File: src/logic/fsr_cfg.svh
`ifndef FSR_CFG_SVH
`define FSR_CFG_SVH

// Pointer values for fuse and lock reads.
`define FSR_PTR_FUSE_LOW 16'h0000
`define FSR_PTR_LOCK 16'h0001
`define FSR_PTR_FUSE_EXT 16'h0002
`define FSR_PTR_FUSE_HIGH 16'h0003
// Pointer values of the signature row.
`define FSR_PTR_SIG_ID1 16'h0000
`define FSR_PTR_OSC_CAL 16'h0001
`define FSR_PTR_SIG_ID2 16'h0002
`define FSR_PTR_SIG_ID3 16'h0004
`define FSR_PTR_TS_OFFSET 16'h0005
`define FSR_PTR_TS_GAIN 16'h0007
// Control/status bit positions.
`define FSR_BIT_PROG_EN 0
`define FSR_BIT_PAGE_ERASE 1
`define FSR_BIT_PAGE_WRITE 2
`define FSR_BIT_LOCK_FUSE_RD 3
`define FSR_BIT_RWW_REEN 4
`define FSR_BIT_SIG_RD 5
`define FSR_BIT_RWW_BUSY 6
// Window lengths in CPU cycles.
`define FSR_LOAD_WINDOW 3
`define FSR_STORE_WINDOW 4
// Extended fuse meaningful bits mask.
`define FSR_EXT_FUSE_MASK 8'h0F
// Flash write time in microseconds, least and most.
`define FSR_WRITE_MIN_US 3700
`define FSR_WRITE_MAX_US 4500
`define FSR_CLK_MHZ 125
`define FSR_WRITE_CYC (`FSR_WRITE_MIN_US * `FSR_CLK_MHZ)

`endif

File: src/logic/fsr_pkg.sv
package fsr_pkg;
    typedef enum logic [1:0] {
        FSR_OP_IDLE,
        FSR_OP_FUSE_RD,
        FSR_OP_SIG_RD,
        FSR_OP_STORE
    } fsr_arm_t;
    typedef enum logic [1:0] {
        FSR_WR_IDLE,
        FSR_WR_BUSY,
        FSR_WR_DONE
    } fsr_wr_t;
endpackage

File: src/logic/fsr_readback.sv
// What this block does
// - Armed fuse read at pointer 0x0003 returns all high fuse bits.
// - Armed fuse read at 0x0002 returns extended fuse, low nibble only.
// - Returned fuse and lock bits: 0 programmed, 1 unprogrammed.
// - Armed signature read returns the row byte the pointer selects.
// - Command bits self-clear after the read or three idle cycles; an armed store waits four.
// - With command bits clear, load reads ordinary flash contents.
// - Identity bytes sit at pointers 0x0000, 0x0002, 0x0004.
// - Oscillator calibration sits at pointer 0x0001.
// - Temperature offset and gain sit at 0x0005 and 0x0007.
// - A system reset during a flash write lets the write finish.
// - Erase and write take 3.7 ms, the low end of the 3.7 to 4.5 ms range.
// - READ_WHILE_WRITE_SECTION busy blocks READ_WHILE_WRITE_SECTION fetches, not loads; re-enable command clears it.
// - During erase or write only the no-READ_WHILE_WRITE_SECTION section is fetchable.
// - Low fuse byte reads armed with pointer 0x0000.
// - Lock bits read armed with pointer 0x0001.
`include "fsr_cfg.svh"

module fsr_readback
    import fsr_pkg::*;
#(
    parameter logic [7:0] SIG_ID1 = 8'h11, // Arbitrary identity value.
    parameter logic [7:0] SIG_ID2 = 8'h22, // Arbitrary identity value.
    parameter logic [7:0] SIG_ID3 = 8'h33, // Arbitrary identity value.
    parameter int unsigned WRITE_CYC = `FSR_WRITE_CYC,
    parameter int unsigned PTR_W = 16,
    parameter logic [PTR_W-1:0] NO_READ_WHILE_WRITE_SECTION_START = 16'h3800
) (
    // Clock and resets.
    input wire logic clk_sys,
    input wire logic rst_n,
    input wire logic por_n,
    // Control/status register write from the CPU.
    input wire logic csr_wr,
    input wire logic [7:0] csr_wdata,
    output logic [7:0] self_prog_control_status,
    // Instruction strobes and pointer.
    input wire logic lpm_req,
    input wire logic spm_req,
    input wire logic [PTR_W-1:0] ptr,
    input wire logic eeprom_write_pending,
    // Flash array read path.
    input wire logic [7:0] flash_rdata,
    output logic [7:0] lpm_rdata,
    output logic lpm_valid,
    // Fetch gating.
    input wire logic [PTR_W-1:0] fetch_addr,
    output logic fetch_allowed,
    // Nonvolatile contents, 0 means programmed.
    input wire logic [7:0] fuse_low,
    input wire logic [7:0] high_fuse_byte,
    input wire logic [7:0] extended_fuse_byte,
    input wire logic [7:0] lock_bits,
    input wire logic [7:0] osc_cal_byte,
    input wire logic [7:0] temp_sensor_offset_byte,
    input wire logic [7:0] temp_sensor_gain_byte,
    // Flash programming strobes.
    output logic flash_prog_start,
    output logic flash_prog_busy
);
    // ------------------------------------------------------------
    // Command decode
    // ------------------------------------------------------------
    logic prog_op_enable_reg;
    logic lock_fuse_read_select_reg;
    logic signature_read_select_reg;
    logic page_erase_cmd_reg;
    logic page_write_cmd_reg;
    logic rww_reenable_cmd_reg;
    logic rww_busy_flag_reg;
    logic [7:0] lpm_rdata_reg;
    logic lpm_valid_reg;
    logic ld_open, ld_exp, st_open, st_exp, wr_busy, wr_done;

    wire logic wr_en = csr_wdata[`FSR_BIT_PROG_EN];
    // EEPROM write blocks programming, fuse reads and signature reads.
    wire logic arm_ok = csr_wr && wr_en && !prog_op_enable_reg &&
                        !eeprom_write_pending;
    wire logic arm_fuse = arm_ok && csr_wdata[`FSR_BIT_LOCK_FUSE_RD];
    wire logic arm_sig = arm_ok && csr_wdata[`FSR_BIT_SIG_RD];
    wire logic arm_read = arm_fuse || arm_sig;
    wire logic arm_store = arm_ok && !arm_read;
    wire logic read_armed = prog_op_enable_reg &&
        (lock_fuse_read_select_reg || signature_read_select_reg);
    wire logic store_armed = prog_op_enable_reg && !read_armed &&
                             !wr_busy;
    wire logic read_hit = read_armed && ld_open && lpm_req;
    wire logic store_hit = store_armed && st_open && spm_req;
    wire logic is_prog = page_erase_cmd_reg || page_write_cmd_reg;
    wire logic prog_go = store_hit && is_prog;
    wire logic reen_go = store_hit && rww_reenable_cmd_reg;
    wire logic store_end = store_hit || (store_armed && st_exp);
    wire logic read_end = read_hit || (read_armed && ld_exp);

    // ------------------------------------------------------------
    // Readback mux
    // ------------------------------------------------------------
    logic [7:0] fuse_byte, sig_byte, rd_byte;
    always_comb begin
        unique case (ptr)
            `FSR_PTR_FUSE_LOW: fuse_byte = fuse_low;
            `FSR_PTR_LOCK: fuse_byte = lock_bits;
            `FSR_PTR_FUSE_EXT:
                fuse_byte = extended_fuse_byte | ~`FSR_EXT_FUSE_MASK;
            `FSR_PTR_FUSE_HIGH: fuse_byte = high_fuse_byte;
            default: fuse_byte = 8'hFF;
        endcase
    end
    always_comb begin
        unique case (ptr)
            `FSR_PTR_SIG_ID1: sig_byte = SIG_ID1;
            `FSR_PTR_OSC_CAL: sig_byte = osc_cal_byte;
            `FSR_PTR_SIG_ID2: sig_byte = SIG_ID2;
            `FSR_PTR_SIG_ID3: sig_byte = SIG_ID3;
            `FSR_PTR_TS_OFFSET: sig_byte = temp_sensor_offset_byte;
            `FSR_PTR_TS_GAIN: sig_byte = temp_sensor_gain_byte;
            default: sig_byte = 8'hFF;
        endcase
    end
    // Ordinary flash read once the read window is gone.
    assign rd_byte = !read_hit ? flash_rdata :
                     (signature_read_select_reg ? sig_byte :
                      fuse_byte);

    // ------------------------------------------------------------
    // Timers
    // ------------------------------------------------------------
    fsr_window_timer #(.LEN(`FSR_LOAD_WINDOW)) u_load_win (
        .clk_sys(clk_sys),
        .rst_n(rst_n),
        .start(arm_read),
        .stop(read_hit),
        .open_win(ld_open),
        .expired(ld_exp)
    );
    fsr_window_timer #(.LEN(`FSR_STORE_WINDOW)) u_store_win (
        .clk_sys(clk_sys),
        .rst_n(rst_n),
        .start(arm_store),
        .stop(store_hit),
        .open_win(st_open),
        .expired(st_exp)
    );
    fsr_write_timer #(.WRITE_CYC(WRITE_CYC)) u_write (
        .clk_sys(clk_sys),
        .por_n(por_n),
        .start(prog_go),
        .busy(wr_busy),
        .done(wr_done)
    );

    // ------------------------------------------------------------
    // Command bits and READ_WHILE_WRITE_SECTION busy
    // ------------------------------------------------------------
    always_ff @(posedge clk_sys or negedge rst_n) begin
        if (!rst_n) begin
            prog_op_enable_reg <= 1'b0;
            lock_fuse_read_select_reg <= 1'b0;
            signature_read_select_reg <= 1'b0;
            page_erase_cmd_reg <= 1'b0;
            page_write_cmd_reg <= 1'b0;
            rww_reenable_cmd_reg <= 1'b0;
        end else if (arm_ok) begin
            prog_op_enable_reg <= 1'b1;
            lock_fuse_read_select_reg <= csr_wdata[`FSR_BIT_LOCK_FUSE_RD];
            signature_read_select_reg <= csr_wdata[`FSR_BIT_SIG_RD];
            page_erase_cmd_reg <= csr_wdata[`FSR_BIT_PAGE_ERASE];
            page_write_cmd_reg <= csr_wdata[`FSR_BIT_PAGE_WRITE];
            rww_reenable_cmd_reg <= csr_wdata[`FSR_BIT_RWW_REEN];
        end else if (read_end || wr_done ||
                     (store_end && !prog_go)) begin
            prog_op_enable_reg <= 1'b0;
            lock_fuse_read_select_reg <= 1'b0;
            signature_read_select_reg <= 1'b0;
            page_erase_cmd_reg <= 1'b0;
            page_write_cmd_reg <= 1'b0;
            rww_reenable_cmd_reg <= 1'b0;
        end
    end

    // Busy is set by a program start and held while the write timer runs,
    // so a system reset mid-write cannot reopen the READ_WHILE_WRITE_SECTION section early.
    // Only a re-enable after the write, or a system reset, clears it; set wins over clear.
    always_ff @(posedge clk_sys or negedge rst_n) begin
        if (!rst_n) begin
            rww_busy_flag_reg <= 1'b0;
        end else if (prog_go || wr_busy) begin
            rww_busy_flag_reg <= 1'b1;
        end else if (reen_go && !wr_busy) begin
            rww_busy_flag_reg <= 1'b0;
        end
    end

    always_ff @(posedge clk_sys or negedge rst_n) begin
        if (!rst_n) begin
            lpm_rdata_reg <= 8'h00;
            lpm_valid_reg <= 1'b0;
        end else begin
            lpm_valid_reg <= lpm_req;
            if (lpm_req) begin
                lpm_rdata_reg <= rd_byte;
            end
        end
    end

    // ------------------------------------------------------------
    // Outputs
    // ------------------------------------------------------------
    assign lpm_rdata = lpm_rdata_reg;
    assign lpm_valid = lpm_valid_reg;
    assign flash_prog_start = prog_go;
    assign flash_prog_busy = wr_busy;
    // Fetch outside the no-READ_WHILE_WRITE_SECTION section is refused while READ_WHILE_WRITE_SECTION is busy.
    assign fetch_allowed = !(rww_busy_flag_reg || wr_busy) ||
                           (fetch_addr >= NO_READ_WHILE_WRITE_SECTION_START);
    assign self_prog_control_status = {1'b0, rww_busy_flag_reg,
        signature_read_select_reg, rww_reenable_cmd_reg,
        lock_fuse_read_select_reg, page_write_cmd_reg,
        page_erase_cmd_reg, prog_op_enable_reg};

    // ------------------------------------------------------------
    // Checks
    // ------------------------------------------------------------
    a_fuse_high_read: assert property (
        @(posedge clk_sys) disable iff (!rst_n)
        lpm_req && read_hit && lock_fuse_read_select_reg &&
        ptr == `FSR_PTR_FUSE_HIGH |=> lpm_rdata == $past(high_fuse_byte))
        else $error("High fuse readback wrong.");
    a_fuse_ext_read: assert property (
        @(posedge clk_sys) disable iff (!rst_n)
        read_hit && lock_fuse_read_select_reg && ptr == `FSR_PTR_FUSE_EXT
        |=> lpm_rdata[3:0] == $past(extended_fuse_byte[3:0]))
        else $error("Extended fuse readback wrong.");
    a_fuse_low_read: assert property (
        @(posedge clk_sys) disable iff (!rst_n)
        read_hit && lock_fuse_read_select_reg && ptr == `FSR_PTR_FUSE_LOW
        |=> lpm_rdata == $past(fuse_low))
        else $error("Low fuse readback wrong.");
    a_lock_read: assert property (
        @(posedge clk_sys) disable iff (!rst_n)
        read_hit && lock_fuse_read_select_reg && ptr == `FSR_PTR_LOCK
        |=> lpm_rdata == $past(lock_bits))
        else $error("Lock readback wrong.");
    a_sig_cal_read: assert property (
        @(posedge clk_sys) disable iff (!rst_n)
        read_hit && signature_read_select_reg && ptr == `FSR_PTR_OSC_CAL
        |=> lpm_rdata == $past(osc_cal_byte))
        else $error("Calibration readback wrong.");
    a_sig_ts_read: assert property (
        @(posedge clk_sys) disable iff (!rst_n)
        read_hit && signature_read_select_reg && ptr == `FSR_PTR_TS_GAIN
        |=> lpm_rdata == $past(temp_sensor_gain_byte))
        else $error("Gain readback wrong.");
    a_sig_off_read: assert property (
        @(posedge clk_sys) disable iff (!rst_n)
        read_hit && signature_read_select_reg && ptr == `FSR_PTR_TS_OFFSET
        |=> lpm_rdata == $past(temp_sensor_offset_byte))
        else $error("Offset readback wrong.");
    a_sig_id_read: assert property (
        @(posedge clk_sys) disable iff (!rst_n)
        read_hit && signature_read_select_reg && ptr == `FSR_PTR_SIG_ID1
        |=> lpm_rdata == SIG_ID1)
        else $error("Identity readback wrong.");
    a_arm_timeout: assert property (
        @(posedge clk_sys) disable iff (!rst_n)
        arm_read ##1 !lpm_req [*3] |=> !prog_op_enable_reg)
        else $error("Read arm did not time out.");
    a_read_clear: assert property (
        @(posedge clk_sys) disable iff (!rst_n)
        read_hit |=> !prog_op_enable_reg)
        else $error("Command bits kept after read.");
    a_plain_read: assert property (
        @(posedge clk_sys) disable iff (!rst_n)
        lpm_req && !prog_op_enable_reg |=> lpm_rdata == $past(flash_rdata))
        else $error("Plain load not from flash.");
    a_fetch_block: assert property (
        @(posedge clk_sys) disable iff (!rst_n)
        wr_busy && fetch_addr < NO_READ_WHILE_WRITE_SECTION_START |-> !fetch_allowed)
        else $error("READ_WHILE_WRITE_SECTION fetch allowed during write.");
    a_busy_hold: assert property (
        @(posedge clk_sys) disable iff (!rst_n)
        prog_go |=> rww_busy_flag_reg [*8])
        else $error("Busy flag dropped early.");
    a_busy_during_write: assert property (
        @(posedge clk_sys) disable iff (!rst_n)
        wr_busy |=> rww_busy_flag_reg)
        else $error("Busy flag low while write runs.");
    a_write_end: assert property (
        @(posedge clk_sys) disable iff (!rst_n)
        wr_done && prog_op_enable_reg |=> !prog_op_enable_reg)
        else $error("Enable kept after write end.");
    c_fuse_read: cover property (@(posedge clk_sys) disable iff (!rst_n)
        arm_fuse ##[1:3] read_hit);
    c_sig_read: cover property (@(posedge clk_sys) disable iff (!rst_n)
        arm_sig ##[1:3] read_hit);
    c_prog_start: cover property (@(posedge clk_sys) disable iff (!rst_n)
        prog_go);
    c_read_expire: cover property (@(posedge clk_sys) disable iff (!rst_n)
        read_armed && ld_exp);
    c_rww_clear: cover property (@(posedge clk_sys) disable iff (!rst_n)
        reen_go && !wr_busy);
endmodule

File: src/logic/fsr_window_timer.sv
`include "fsr_cfg.svh"

module fsr_window_timer
    import fsr_pkg::*;
#(
    parameter int unsigned LEN = 3
) (
    // Clock and reset.
    input wire logic clk_sys,
    input wire logic rst_n,
    // Control.
    input wire logic start,
    input wire logic stop,
    // Status.
    output logic open_win,
    output logic expired
);
    logic [3:0] cnt_reg;
    logic [3:0] cnt_next;
    wire logic running = (cnt_reg != 4'h0);

    assign cnt_next = start ? 4'(LEN) :
                      (stop ? 4'h0 : (running ? cnt_reg - 4'h1 : 4'h0));
    assign open_win = running;
    assign expired = (cnt_reg == 4'h1) && !stop && !start;

    always_ff @(posedge clk_sys or negedge rst_n) begin
        if (!rst_n) begin
            cnt_reg <= 4'h0;
        end else begin
            cnt_reg <= cnt_next;
        end
    end
endmodule

File: src/logic/fsr_write_timer.sv
`include "fsr_cfg.svh"

module fsr_write_timer
    import fsr_pkg::*;
#(
    parameter int unsigned WRITE_CYC = `FSR_WRITE_CYC
) (
    // Clock and power-on reset only.
    input wire logic clk_sys,
    input wire logic por_n,
    // Control.
    input wire logic start,
    // Status.
    output logic busy,
    output logic done
);
    fsr_wr_t st_reg;
    logic [19:0] cnt_reg;
    wire logic last = (cnt_reg == 20'h00001);

    assign busy = (st_reg == FSR_WR_BUSY);
    assign done = (st_reg == FSR_WR_DONE);

    // This timer only sees power-on reset, so a system reset mid-write does
    // not cut the flash program pulse short.
    always_ff @(posedge clk_sys or negedge por_n) begin
        if (!por_n) begin
            st_reg <= FSR_WR_IDLE;
            cnt_reg <= 20'h00000;
        end else begin
            unique case (st_reg)
                FSR_WR_IDLE: begin
                    if (start) begin
                        st_reg <= FSR_WR_BUSY;
                        cnt_reg <= 20'(WRITE_CYC);
                    end
                end
                FSR_WR_BUSY: begin
                    cnt_reg <= cnt_reg - 20'h00001;
                    if (last) begin
                        st_reg <= FSR_WR_DONE;
                    end
                end
                FSR_WR_DONE: begin
                    st_reg <= FSR_WR_IDLE;
                end
                default: begin
                    st_reg <= FSR_WR_IDLE;
                end
            endcase
        end
    end
endmodule

File: config.mk
export PLATFORM = sky130hd
export DESIGN_NAME = fsr_readback
export DESIGN_NICKNAME = d
export VERILOG_FILES = /design/src/logic/fsr_pkg.sv /design/src/logic/fsr_readback.sv /design/src/logic/fsr_window_timer.sv /design/src/logic/fsr_write_timer.sv
export VERILOG_INCLUDE_DIRS = /design/src /design/src/logic
export SDC_FILE = /design/constraint.sdc
export NUM_CORES = 1
export LEC_CHECK = 0
export ABC_AREA = 0
export BUFFER_PORTS_ARGS = -buffer_cell sky130_fd_sc_hd__buf_4
export CAP_MARGIN = 20
export CORE_UTILIZATION = 23
export DETAILED_ROUTE_END_ITERATION = 8
export GPL_TIMING_DRIVEN = 0
export PLACE_DENSITY = 0.42
export SLEW_MARGIN = 20
export SYNTH_ARGS = -nofsm -noshare
export SYNTH_HDL_FRONTEND = slang
export SYNTH_SLANG_ARGS = --single-unit
File: constraint.sdc
create_clock -name clk_sys -period 6.72 [get_ports clk_sys]
set_input_delay 0.336 -clock clk_sys [delete_from_list [all_inputs] [get_ports clk_sys]]
set_output_delay 0.336 -clock clk_sys [all_outputs]
set_load 0.005 [all_outputs]
==> impl_metrics.tcl <==
set metrics [dict create \
    cts-buffers-inserted 5 \
    yosys.area_share.adder_pct 0.864 \
    synth_warnings 0 \
    critPathArrivalTime_ps 2670 \
    synth_xor_xnor_area_share_pct 3.63 \
    clock_tree.htree_level_count 2 \
    crit_path_category "flip-flop to flip-flop" \
    worst_setup_hold_path_clk_slew_ps 60 \
    insertedDiodeCount 0 \
    regToRegEndpoint "u_write.st_reg[0]" \
    dp_hpwl_um 6900 \
    number_of_flip_flops_in_the_largest_register 20 \
    syn-num-nets 434 \
    numPortBuffers 110 \
    edff_count_synth 0 \
    average_via_count_per_standard_cell 4.69 \
    rr_worst_depth 7 \
    fin_crit_ps 2470 \
    num-fill-cells 1281 \
    grt_first_pass_wirelength_um 14600 \
    pin_count 131 \
    postCtsSetupBuffers 0 \
    first_global_vias 2956 \
    synth_compound_gate_area_share_pct 18.0 \
    drt-initial-drc-count 125 \
    multiInputGateArea_mm2 0.00159 \
    timing.final.setup_violations 0 \
    clkSinkCount 46 \
    worst_slew_margin_relative_to_its_limit_pct 47.6 \
    cell_internal_power_mw 0.587 \
    pre_cts_slack_ps 4220 \
    net-switching-power_mw 0.230 \
    grt_antenna_before_repair 0 \
    grt_max_degree 25 \
    post-synth-top-area-fraction_pct 39.7 \
    dr.pass1.iters 4 \
    total_die_area_mm2 0.0131 \
    worst_pin_slew_ps 779 \
    drv_cap 0 \
    grt_setup_unrepaired "no" \
    clock_skew_ps 2.79 \
    placed_cells_incl_taps 599 \
    antenna_left 0 \
    layout_worst_path_cycle_share_pct 36.7 \
    syn_area_per_cell_um2 9.03 \
    worst_ep_required_time_ps 6920 \
    cp-start-kind "flip-flop" \
    num_rows 40 \
    critical_path.startpoint "signature_read_select_reg" \
    floorplan_core_area_mm2 0.0122 \
    placedInstanceArea_mm2 0.00393 \
    crit_fanout 10 \
    final_power_mw 0.817 \
    ys_ff_latch 46 \
    critical_path.reg2reg.startpoint "signature_read_select_reg" \
    die_w_um 114 \
    cts-root-buf "clkbuf_16" \
    r2r_setup_slack_ps 4250 \
    power_per_cell_area_mw_per_mm2 199 \
    post-synth-top-count-cell "dfrtp_1" \
    post_synthesis_instance_area_mm2 0.00290 \
    final-max-slew-violation-count 0 \
    gp_routability_congestion 0.794 \
    syn2layout_area_growth_pct 41.7 \
    share_comb_of_total_power_pct 27.6 \
    power_switching_share_pct 28.2 \
    cts.repair.resized 0 \
    count_of_vias_placed_by_the_detailed_router 2861 \
    initial_utilization_pct 23.8 \
    post_route_setup_tns_ps 0 \
    synth.top_cells.by_count "dfrtp_1 (46), nand2_1 (29), nor2_1 (29)" \
    die_h_um 114 \
    synth.mux.area_fraction_pct 7.60 \
    largest_area_contributor_in_the_synthesized_netlist "dfrtp_1" \
    syn_inst 321 \
    power.clock.fraction_pct 31.1 \
    ys_async_sr_fraction_pct 100 \
    worst_setup_path_end_kind "flip-flop" \
    critPathCapture "u_write.st_reg[0]" \
    wirelength_um 8800 \
    timing.hold.worst.class "input port to flip-flop" \
    fraction_of_final_layout_cells_with_drive_strength_greater_than_1_pct 32.1 \
    layout.nets 554 \
    power.leakage_nw 1.80 \
    sequential_area_share_after_synthesis_pct 39.7 \
    layout.cells.non_filler 610 \
    post-route-cell-area_mm2 0.00411 \
    ctsHoldBuffers 2 \
    max_freq_mhz 406 \
    outcome "completed" \
    timing.final.hold_violations 0 \
    cts_tree "yes" \
    synth.area.top_cells "dfrtp_1 (40%), mux2i_1 (4.5%), nand2_1 (3.8%)" \
    gr-usage-all-layers_pct 14.3 \
    clock_latency_ps 290 \
    power.ir.vdd_worst_mv 0.117 \
    cts_max_path_buffers 2 \
    post_synth_and_or_nand_nor_area_fraction_pct 24.6 \
    sequentialPowerShare_pct 41.3 \
    combinational_family_with_the_most_area_after_synthesis "simple AND/OR/NAND/NOR gates" \
    grt_remaining_overflow 0 \
    layout_setup_ws_ps 4250 \
    detail_route.drc_violations 0 \
    netlist-cell-type-count 57 \
    drt-wirelength-per-cell_um 14.4 \
    synth_flop_cell "dfrtp_1" \
    flip_flop_and_latch_area_mm2 0.00115 \
]
## critical path: stages, from the launching register on
cell and delay (ps):
dfrtp_1 380, clkbuf_1 230, nand4bb_1 380, or4_4 620
or2_2 290, buf_2 180, buf_2 200, o21ai_0 100
## final cells by class
cell class | count | share of cell area [%]
plain buffers | 23 | 2.99
clock buffers | 7 | 3.47
well taps | 168 | 5.12
flip-flops and latches | 46 | 28.0
repair buffers | 113 | 20.7
clock inverters | 1 | 0.122
inverters | 9 | 0.823
multi-input cells | 243 | 38.7
## cell families after synthesis
family / Yosys count
buffers and inverters: 32
XOR/XNOR: 12
multiplexers: 19
AO/OA/AOI/OAI: 80
adder cells (fa/ha/maj): 2
other: 1
AND/OR/NAND/NOR: 129
flip-flops: 46
## per-stage QoR
| stage | util (%) | hold WS [ps] |
|---|---|---|
| finish | 33.8 | 216 |
| global route | 33.8 | 221 |
| CTS | 33.7 | 218 |
| detailed placement | 32.3 | 250 |
| global placement | 32.3 | 249 |
| floorplan | - | 40.4 |
## power groups by stage
stage          logic, mW  registers (mW)  clock network [mW]
3_5_place_dp       0.228           0.342                   0
4_1_cts            0.230           0.338               0.264
5_1_grt            0.251           0.344               0.274
3_3_place_gp       0.227           0.343                   0
2_1_floorplan      0.114           0.334                   0
6_report           0.226           0.337               0.254
## how the worst min path moves through the flow
stage               slack [ps]                         to    start  depth (start not counted)
floorplan                   40  lock_fuse_read_select_reg    rst_n                          0
global placement           250         u_write.cnt_reg[8]    por_n                          1
detailed placement         250         u_write.cnt_reg[8]    por_n                          1
CTS                        220                  lpm_valid  lpm_req                          1
global route               220                  lpm_valid  lpm_req                          1
finish                     220                  lpm_valid  lpm_req                          1
## per-layer routing
metal	GRT usage (%)	vias up	share of wire, %
met5	0	-	0
met4	3.38	0	0.89
met3	3.49	8	4.4
met2	24.8	58	49
met1	17.9	1372	46
li1	-	1423	-
## layout by cell type, fill, tap and decap left out, types with 6 or more instances in the layout
cell       Yosys  final
a21oi_1       18     18
buf_4          9    119
clkbuf_1      10     11
dfrtp_1       46     46
inv_1          9      9
mux2i_1       13     13
nand2_1       29     29
nand3_1       11     11
nor2_1        29     29
nor3_1        12     12
nor4_1         9      9
o21ai_0       20     20
o2bb2ai_1      6      6
xnor2_1       10     10
Note: power is estimated with default switching activity, not from simulation.
